File: config.mk
export PLATFORM = sky130hd
export DESIGN_NAME = sleep_and_reset_control
export DESIGN_NICKNAME = d
export VERILOG_FILES = /design/src/rtl/sleep_and_reset_control_pkg.sv /design/src/rtl/sleep_and_reset_control.sv
export SDC_FILE = /design/constraint.sdc
export NUM_CORES = 1
export LEC_CHECK = 0
export ABC_AREA = 1
export BUFFER_PORTS_ARGS = -buffer_cell sky130_fd_sc_hd__buf_2
export CORE_UTILIZATION = 45
export CTS_CLUSTER_SIZE = 28
export DETAILED_ROUTE_END_ITERATION = 16
export PLACE_DENSITY = 0.91
export SLEW_MARGIN = 20
export SYNTH_ARGS = -nofsm -noshare
export SYNTH_HDL_FRONTEND = slang
export SYNTH_SLANG_ARGS = --single-unit
File: constraint.sdc
create_clock -name clk -period 2.5 [get_ports clk]
set_input_delay 0.5 -clock clk [delete_from_list [all_inputs] [get_ports clk]]
set_output_delay 0.5 -clock clk [all_outputs]
set_load 0.02 [all_outputs]
File: src/rtl/sleep_and_reset_control_pkg.sv
// Constants for the sleep and reset controller.
// Assumes a single 20 MHz system clock.
package sleep_and_reset_control_pkg;

    // ====================================================================
    // Clock and timing
    localparam int unsigned CLK_PERIOD_NS = 50;
    localparam int unsigned RELEASE_NS    = 1000;
    localparam int unsigned RELEASE_CYC   = (RELEASE_NS + CLK_PERIOD_NS - 1) / CLK_PERIOD_NS;
    localparam int unsigned HOLD_W        = 5;
    localparam logic [HOLD_W-1:0] HOLD_LOAD = HOLD_W'(RELEASE_CYC);

    // ====================================================================
    // Sleep mode codes
    localparam logic [2:0] MODE_IDLE     = 3'h0;
    localparam logic [2:0] MODE_ADC_NR   = 3'h1;
    localparam logic [2:0] MODE_PDOWN    = 3'h2;
    localparam logic [2:0] MODE_PSAVE    = 3'h3;
    localparam logic [2:0] MODE_STANDBY  = 3'h6;
    localparam logic [2:0] MODE_EXT_STBY = 3'h7;

    // ====================================================================
    // Clock domain enable vector: {cpu, io, osc, async timer, adc}
    localparam int unsigned DOM_CPU   = 4;
    localparam int unsigned DOM_IO    = 3;
    localparam int unsigned DOM_OSC   = 2;
    localparam int unsigned DOM_ASYNC = 1;
    localparam int unsigned DOM_ADC   = 0;
    localparam logic [4:0] DOM_RUN      = 5'h1F;
    localparam logic [4:0] DOM_IDLE     = 5'h0F;
    localparam logic [4:0] DOM_ADC_NR   = 5'h07;
    localparam logic [4:0] DOM_PDOWN    = 5'h00;
    localparam logic [4:0] DOM_PSAVE    = 5'h02;
    localparam logic [4:0] DOM_STANDBY  = 5'h04;
    localparam logic [4:0] DOM_EXT_STBY = 5'h06;
    localparam logic [4:0] DOM_WAKE     = 5'h0F;
    localparam logic [4:0] DOM_RESET    = 5'h04;

    // ====================================================================
    // Ports
    localparam int unsigned PORT_W   = 8;
    localparam int unsigned NUM_PORT = 4;
    localparam int unsigned PIN_W    = PORT_W * NUM_PORT;

    typedef enum logic [1:0] {ST_RUN, ST_SLEEP, ST_WAKE} state_e;

endpackage

File: src/rtl/sleep_and_reset_control.sv
// Sleep mode clock gating, external reset handling and port pin control.
// Assumes inputs synchronous to clk except reset_pin_n, which may arrive
// with the clock stopped.
//
// Summary of operation
// Idle stops the processor clock; memory, timers, SPI and interrupts keep running.
// Power-down stops oscillator and everything; only interrupt or reset wakes.
// Power-save keeps only the asynchronous timer running.
// Converter noise-reduction stops processor and I/O, keeps async timer and converter.
// Standby keeps only the main oscillator running for fast wake-up.
// Extended standby keeps main oscillator and asynchronous timer running.
// Low reset pin resets the chip even without clock; source must hold it long.
// All port pins go high-impedance during any reset; only a reset-pin reset floats them without clock.
// Every bit of the four 8-bit ports has its own pull-up enable.
// First port is a digital port only while the converter is unused.
// Legacy fuse removes the watchdog timed-sequence protection.
// Legacy fuse makes the serial receiver single buffered.
// Wake-up restores gated domains, then resumes the processor.
`timescale 1ns/1ns
`default_nettype none

module sleep_and_reset_control
    import sleep_and_reset_control_pkg::*;
(
    input  wire logic             clk,
    input  wire logic             rst_n,
    input  wire logic             reset_pin_n,
    input  wire logic             sleep_req,
    input  wire logic [2:0]       sleep_mode,
    input  wire logic             wake_irq,
    input  wire logic             adc_in_use,
    input  wire logic             legacy_compat_fuse,
    input  wire logic [PIN_W-1:0] port_data,
    input  wire logic [PIN_W-1:0] port_dir,
    input  wire logic [PIN_W-1:0] pullup_sel,
    output logic                  sys_rst_n_o,
    output logic                  cpu_clk_en,
    output logic                  io_clk_en,
    output logic                  osc_en,
    output logic                  async_tmr_clk_en,
    output logic                  adc_clk_en,
    output logic                  wake_pulse,
    output logic                  wdt_timed_seq_en,
    output logic                  rx_double_buf_en,
    output logic                  adc_pins_analog,
    output logic [PIN_W-1:0]      pin_o,
    output logic [PIN_W-1:0]      pin_oe,
    output logic [PIN_W-1:0]      pin_pu
);

    // ====================================================================
    // External reset pin
    logic              pin_meta_reg;
    logic              pin_sync_reg;
    logic [HOLD_W-1:0] hold_reg;
    logic [HOLD_W-1:0] hold_next;
    logic              in_reset;

    // Pin low clears without clock
    always_ff @(posedge clk or negedge reset_pin_n) begin
        if (!reset_pin_n) begin
            pin_meta_reg <= 1'b0;
            pin_sync_reg <= 1'b0;
        end else begin
            pin_meta_reg <= 1'b1;
            pin_sync_reg <= pin_meta_reg;
        end
    end

    // Stretch reset after release
    always_comb begin
        hold_next = hold_reg;
        if (!pin_sync_reg) begin
            hold_next = HOLD_LOAD;
        end else if (hold_reg != '0) begin
            hold_next = hold_reg - HOLD_W'(1);
        end
    end

    always_ff @(posedge clk) begin
        if (!rst_n) begin
            hold_reg <= HOLD_LOAD;
        end else begin
            hold_reg <= hold_next;
        end
    end

    assign in_reset = !rst_n || !pin_sync_reg || (hold_reg != '0);

    // ====================================================================
    // Sleep state machine
    state_e     state_reg;
    state_e     state_next;
    logic [2:0] mode_reg;
    logic [2:0] mode_next;
    logic       mode_ok;

    always_comb begin
        unique case (sleep_mode)
            MODE_IDLE, MODE_ADC_NR, MODE_PDOWN, MODE_PSAVE,
            MODE_STANDBY, MODE_EXT_STBY: mode_ok = 1'b1;
            default:                     mode_ok = 1'b0;
        endcase
    end

    // Enter on request, leave on interrupt
    always_comb begin
        state_next = state_reg;
        mode_next  = mode_reg;
        if (in_reset) begin
            state_next = ST_RUN;
            mode_next  = MODE_IDLE;
        end else begin
            unique case (state_reg)
                ST_RUN: begin
                    if (sleep_req && mode_ok) begin
                        state_next = ST_SLEEP;
                        mode_next  = sleep_mode;
                    end
                end
                ST_SLEEP: begin
                    if (wake_irq) begin
                        state_next = ST_WAKE;
                    end
                end
                ST_WAKE: begin
                    state_next = ST_RUN;
                end
                default: state_next = ST_RUN;
            endcase
        end
    end

    always_ff @(posedge clk) begin
        if (!rst_n) begin
            state_reg <= ST_RUN;
            mode_reg  <= MODE_IDLE;
        end else begin
            state_reg <= state_next;
            mode_reg  <= mode_next;
        end
    end

    // ====================================================================
    // Clock domain enables
    logic [4:0] dom_reg;
    logic [4:0] dom_next;
    logic       wake_next;

    always_comb begin
        dom_next  = DOM_RUN;
        wake_next = 1'b0;
        if (in_reset) begin
            dom_next = DOM_RESET;
        end else begin
            unique case (state_next)
                ST_RUN: dom_next = DOM_RUN;
                ST_WAKE: begin
                    // Domains back before processor
                    dom_next  = DOM_WAKE;
                    wake_next = 1'b1;
                end
                ST_SLEEP: begin
                    unique case (mode_next)
                        // Idle gating
                        MODE_IDLE:     dom_next = DOM_IDLE;
                        // Noise reduction gating
                        MODE_ADC_NR:   dom_next = DOM_ADC_NR;
                        // Power-down gating
                        MODE_PDOWN:    dom_next = DOM_PDOWN;
                        // Power-save gating
                        MODE_PSAVE:    dom_next = DOM_PSAVE;
                        // Standby gating
                        MODE_STANDBY:  dom_next = DOM_STANDBY;
                        // Extended standby gating
                        MODE_EXT_STBY: dom_next = DOM_EXT_STBY;
                        default:       dom_next = DOM_RUN;
                    endcase
                end
                default: dom_next = DOM_RUN;
            endcase
        end
    end

    always_ff @(posedge clk) begin
        if (!rst_n) begin
            dom_reg    <= DOM_RESET;
            wake_pulse <= 1'b0;
        end else begin
            dom_reg    <= dom_next;
            wake_pulse <= wake_next;
        end
    end

    assign cpu_clk_en       = dom_reg[DOM_CPU];
    assign io_clk_en        = dom_reg[DOM_IO];
    assign osc_en           = dom_reg[DOM_OSC];
    assign async_tmr_clk_en = dom_reg[DOM_ASYNC];
    assign adc_clk_en       = dom_reg[DOM_ADC];

    // ====================================================================
    // Reset output and fuse options
    logic rst_out_next;
    logic wdt_next;
    logic rxbuf_next;

    always_comb begin
        rst_out_next = !in_reset;
        // Fuse drops timed sequence
        wdt_next     = !legacy_compat_fuse;
        // Fuse selects single buffering
        rxbuf_next   = !legacy_compat_fuse;
    end

    // Reset output clears without clock
    always_ff @(posedge clk or negedge reset_pin_n) begin
        if (!reset_pin_n) begin
            sys_rst_n_o <= 1'b0;
        end else begin
            sys_rst_n_o <= rst_out_next;
        end
    end

    always_ff @(posedge clk) begin
        if (!rst_n) begin
            wdt_timed_seq_en <= 1'b1;
            rx_double_buf_en <= 1'b1;
        end else begin
            wdt_timed_seq_en <= wdt_next;
            rx_double_buf_en <= rxbuf_next;
        end
    end

    // ====================================================================
    // Port pins
    logic [PIN_W-1:0] oe_next;
    logic [PIN_W-1:0] pu_next;
    logic [PIN_W-1:0] o_next;
    logic             analog_next;

    // First port analog while converter used
    assign analog_next = !in_reset && adc_in_use;

    generate
        for (genvar b = 0; b < PIN_W; b++) begin : g_pin
            logic analog_bit;
            assign analog_bit = (b < PORT_W) && adc_in_use;
            // Per-bit pull-up select
            assign pu_next[b] = !in_reset && !analog_bit && !port_dir[b] && pullup_sel[b];
            // Released only outside reset
            assign oe_next[b] = !in_reset && !analog_bit && port_dir[b];
            assign o_next[b]  = !in_reset && port_data[b];
        end
    endgenerate

    // Pins float without clock
    always_ff @(posedge clk or negedge reset_pin_n) begin
        if (!reset_pin_n) begin
            pin_oe          <= '0;
            pin_pu          <= '0;
            pin_o           <= '0;
            adc_pins_analog <= 1'b0;
        end else begin
            pin_oe          <= oe_next;
            pin_pu          <= pu_next;
            pin_o           <= o_next;
            adc_pins_analog <= analog_next;
        end
    end
endmodule

`default_nettype wire

Word level (Yosys, flattened, before mapping)
Cells that the tools add are included.

Multiplexer cells: 11. Shift operators: 0. $add $sub $neg: 1. Reductions and logical operators: 177. Order comparisons: 0. Multiply operators: 0. Bitwise logic cells: 1. Equal/unequal tests: 13. Div/mod/pow operators: 0.

Operator list (count): logical AND 1 bit (131); logical NOT 1 bit (37); case mux 5 bit (6 select lines) (1); == test 3 x 2 -> 1 bit, second input constant (4); == test 3 bit, second input constant (4); case mux 5 bit (2 select lines) (1); two-way mux 3 bit (3); == test 3 x 1 -> 1 bit, second input constant (2); logical NOT 3 bit (2); two-way mux 2 bit (3); OR reduction 6 bit (1); nonzero test 5 bit (1); subtractor 5 x 1 -> 5 bit, second input constant (1); == test 2 x 1 -> 1 bit, second input constant (2); case mux 2 bit (2 select lines) (1); == test 2 bit, second input constant (1); logical NOT 2 bit (1); logical OR 1 bit (2); two-way mux 1 bit (2); AND reduction 2 bit (1); OR reduction 2 bit (1); inverter 1 bit (1).

ROM bits: 0. Bits in latches: 0. Flip-flop bits (word level): 117. RAM bits: 0. Memories: 0. Output and inout bits: 106. Word-level logic and storage cells: 216. Input bits: 106.

Logic depth before layout (Yosys ltp)
Depth in word-level cells: 10. Mapped depth: 15. Mapped depth without buffers: 14.

Worst setup path after synthesis
OpenSTA, ideal clock, no wires.

Path type: register to register. Start: register hold_reg[0]. End: register dom_reg[3]. Cell stages (with the launch flop): 16. Setup slack: 0.464 ns. Period minus slack after synthesis: 2.036 ns. Data required time: 2.387 ns. Arrival time: 1.923 ns. Setup time: 0.113 ns. Buffers on the path: 1. Cells stage by stage: dfxtp_1 -> inv_1 -> ha_1 -> inv_1 -> nor2_1 -> nand2_2 -> nor2_8 -> inv_2 -> buf_6 -> a21oi_2 -> inv_1 -> ha_1 -> nor2_1 -> o21ai_0 -> nor2_1 -> nor2_1.

Elaborated cells between the ends (all ways): 15. Those cells by class: eq/ne (7); mux (4); reduce/logical (4).

RTL lines: from (decl) (RTL line sleep_and_reset_control.sv:55) `logic [HOLD_W-1:0] hold_reg;`; from (signal assigned) (RTL line sleep_and_reset_control.sv:84) `hold_reg <= hold_next;`; nonzero test 5 bit * (RTL line sleep_and_reset_control.sv:88) `assign in_reset = !rst_n || !pin_sync_reg || (hold_reg != '0);`; logical OR 1 bit * (RTL line sleep_and_reset_control.sv:88); two-way mux 2 bit * (RTL line sleep_and_reset_control.sv:110) `if (in_reset) begin`; named net state_next[0] (RTL line sleep_and_reset_control.sv:93) `state_e state_next;`; == test 2 x 1 -> 1 bit or == test 2 bit (tied branches) (RTL line sleep_and_reset_control.sv:156) `unique case (state_next)`; case mux 5 bit (2 select lines) * (RTL line sleep_and_reset_control.sv:156); to (signal assigned) (RTL line sleep_and_reset_control.sv:190) `dom_reg <= dom_next;`; to (decl) (RTL line sleep_and_reset_control.sv:146) `logic [4:0] dom_reg;`.

The timed path passes the listed nets; every way through them passes the cells marked *. A chain may end at the register's enable or synchronous reset.

Worst setup path in the final report
Start: register hold_reg[1]. End: register dom_reg[3].

The elaborated chain is that of the path after synthesis.

==> results.md <==
* Outcome: complete, no violations
* Hold_buf cts at 1
* Syn_nets at around 520
* H-tree levels at 4
* Final hold vios at 0
* LEAKAGE at about 0.0037 uW
* Die area at ~9500 sq um
* N_diodes at 0
* Area grow syn2layout at 43.4%
* Vias in the first global route at 3,565
* Mean Syn Cell Area at between 10 and 15 sq um
* Cell variety after synth at 29
* Final setup viols at 0
* Total Power at ~4500 uW
* Clock Pin Slew Worst Setup and Hold Paths at around 0.060 ns
* Fmax at roughly 0.46 GHz
* # clock sinks at roughly 120
* HPWL Detailed at 7000 microns
* Largest net degree at the start of global routing at 87
* Max Cap Viol at 0
* Class of the most critical setup path: reg -> reg
* Die Ht at slightly below 100 microns
* Via/cell ratio at about 4.4
* Seq/Total Area, Yosys at between 60% and 70%
* Overall routed net length at approximately 9400 microns
* R2R cell count at 14
* Post-cts resize count at 0
* CTS tree: yes
* Initial Util at between 40 and 50%
* Critical Path RT at 2.89 ns
* Row Count at 34
* CTS root buf: clkbuf_8
* Number of fill cells at around 670
* Skew final at ~0.0064 ns
* Worst Hold Class: in -> reg
* Worst ir drop on vdd at between 0.0005 and 0.0006 V
* Regs by FF count: pin_o: 32 flops, pin_oe: 32 flops, pin_pu: 32 flops
* Yosys Warn Count at 0
* WP data arrival at ~2.6 ns
* GPL Wtd Cong at about 0.79
* Skew-Pair Late Insertion Delay at about 0.49 ns
* GRT Util Overall at about a fifth
* Core Footprint at just under 9000 sq um
* NumNets Final at about 740
* Antenna violations before repair at 0
* Wire per inst at between 10 and 15 microns
* CP Capture Type: register
* Period utilization at 87.6%
* Vias post-DR at 3,330
* Slew Limit Fails at 0
* Detail Route Antenna Nets at 0
* Netlist Area Pre-Place at just over 4000 sq um
* Critical Path Most Common Cell: nor2_1
* RSZ-0062 raised after global routing: no
* Num CTS Buffers at 17
* Worst-margin pin slew at about 0.53 ns
* Seq cells post-synth at 117
* First-pass GRT wire length at between 15,000 and 20,000 microns
* Worst path cell trace: inv_1 -> ha_1 -> inv_1 -> nor2_1 -> nand2_2 -> nor2_8 -> inv_2 -> a21oi_2 -> inv_1 -> ha_1 -> nor2_1 -> o21ai_0 -> nor2_1 -> nor2_1
* Seq. cell area at 2840 sq um
* Minimum clock period at between 2 and 2.5 ns
* PortBufs at 211
* Initial DRC count at 87
* # IOs at about 210
* DRC at 0
* Clk buf depth at 2
* Die X at between 90 and 100 microns
* Hold path depth at 2
* Remaining global-route overflow at 0
* Post-CTS Setup Bufs at 0
* Startpoint Class: register
* Crit-path max cell delay at between 0.3 and 0.4 ns
* Rel. slew slack at about 64%
* Critical-path top delay cell: dfxtp_1
* Initial DRT Pass Iterations at 4
* Gate Count Post-Synth at 406
* Final setup TNS at 0 ns
* Fraction of layout cells with a size suffix above 1 at ~41%
* Power per standard cell area at 769 nW/um^2
* Crit Path Max Fanout at 8
* Area used by multi-input combinational logic at 855 sq um
==> stage by stage <==
| step | util, % | instance area [sq um] | setup slack (ns) | hold slack, ns | instances |
|---|---|---|---|---|---|
| after floorplan | - | 4090 | 0.464 | 0.204 | 406 |
| after global placement | 60.0 | 5260 | 0.478 | 0.332 | 716 |
| after detailed placement | 60.0 | 5260 | 0.329 | 0.343 | 716 |
| after CTS | 67.0 | 5870 | 0.320 | 0.137 | 749 |
| after global routing | 67.0 | 5870 | 0.0262 | 0.143 | 749 |
| final | 67.0 | 5870 | 0.310 | 0.165 | 749 |
==> routing by layer <==
layer	wire [microns]	global-route usage [%]	up-vias
li1	-	-	1613
met1	3620	22.6	1553
met2	5060	39.8	139
met3	502	5.32	25
met4	252	8.26	0
met5	0	0	-
==> Yosys cell counts, drive strengths merged <==
cell type | instances | area, sq um
a21oi | 4 | 23.8
a31oi | 1 | 6.26
buf | 10 | 65.1
clkbuf | 1 | 3.75
clkinv | 1 | 3.75
conb | 1 | 3.75
dfrtp | 100 | 2500
dfxtp | 17 | 340
ha | 4 | 50.1
inv | 86 | 323
nand2 | 50 | 195
nand3 | 5 | 25.0
nand4 | 2 | 12.5
nor2 | 113 | 468
nor3 | 3 | 20.0
o211ai | 1 | 7.51
o21ai | 3 | 15.0
o22ai | 1 | 6.26
or2 | 2 | 12.5
xnor2 | 1 | 8.76
==> final timing paths <==
path	from	slack, ns	to
max	hold_reg[1]	0.31	dom_reg[3]
min in group asynchronous	reset_pin_n	0.53	pin_o[3]
min	legacy_compat_fuse	0.17	rx_double_buf_en
max reg2reg	hold_reg[1]	0.31	dom_reg[3]
max in group asynchronous	reset_pin_n	1.27	pin_oe[1]
min reg2reg	pin_meta_reg	0.36	pin_sync_reg
==> critical path: cells and delay by family (launching register included) <==
family	cells	cell delay [ns]
and+or+nand+nor	6	0.77
adders and majority gates	2	0.44
DFF	1	0.32
buffers and inverters	4	0.30
AOI/OAI and AO/OA	2	0.26
==> power by group <==
| part | internal, uW | switching [uW] |
|---|---|---|
| Sequential | 1900 | 4.81 |
| Clock | 1550 | 862 |
| Combinational | 87.0 | 111 |
| Total | 3540 | 978 |
==> logic make-up (layout without fill, tap and decap cells) <==
logic type	Yosys count	after routing	share of synthesized area, %
and+or+nand+nor	175	175	17.9
AOI/OAI and AO/OA	10	10	1.44
xor gates and xnor gates	1	1	0.214
buffers and inverters	98	333	9.66
DFF	117	117	69.5
other	1	1	0.0916
adders and majority gates	4	4	1.22
==> cells in the final DEF (no fill, tap or decap), types with 2 or more instances in the layout <==
cell and count:
o21ai_0 3, inv_6 3, nand3_1 5, nand4_1 2, dfxtp_1 17, ha_1 4, nand2_1 47, nor2_2 11
bufinv_16 3, clkbuf_8 2, a21oi_1 3, nor2_1 101, buf_12 2, dfrtp_1 100, buf_2 210, nand2_2 3
nor3_1 2, inv_1 85, clkinvlp_4 6, clkbuf_16 16
==> layout make-up <==
cell class / count / area share (%)
well taps: 108 / 2.30
clock buffers: 18 / 7.29
multi-input cells: 191 / 14.6
clock inverters: 14 / 2.98
inverters: 87 / 5.56
flip-flops and latches: 117 / 48.4
repair buffers: 214 / 18.9
Power figures use the tool's default switching activity.
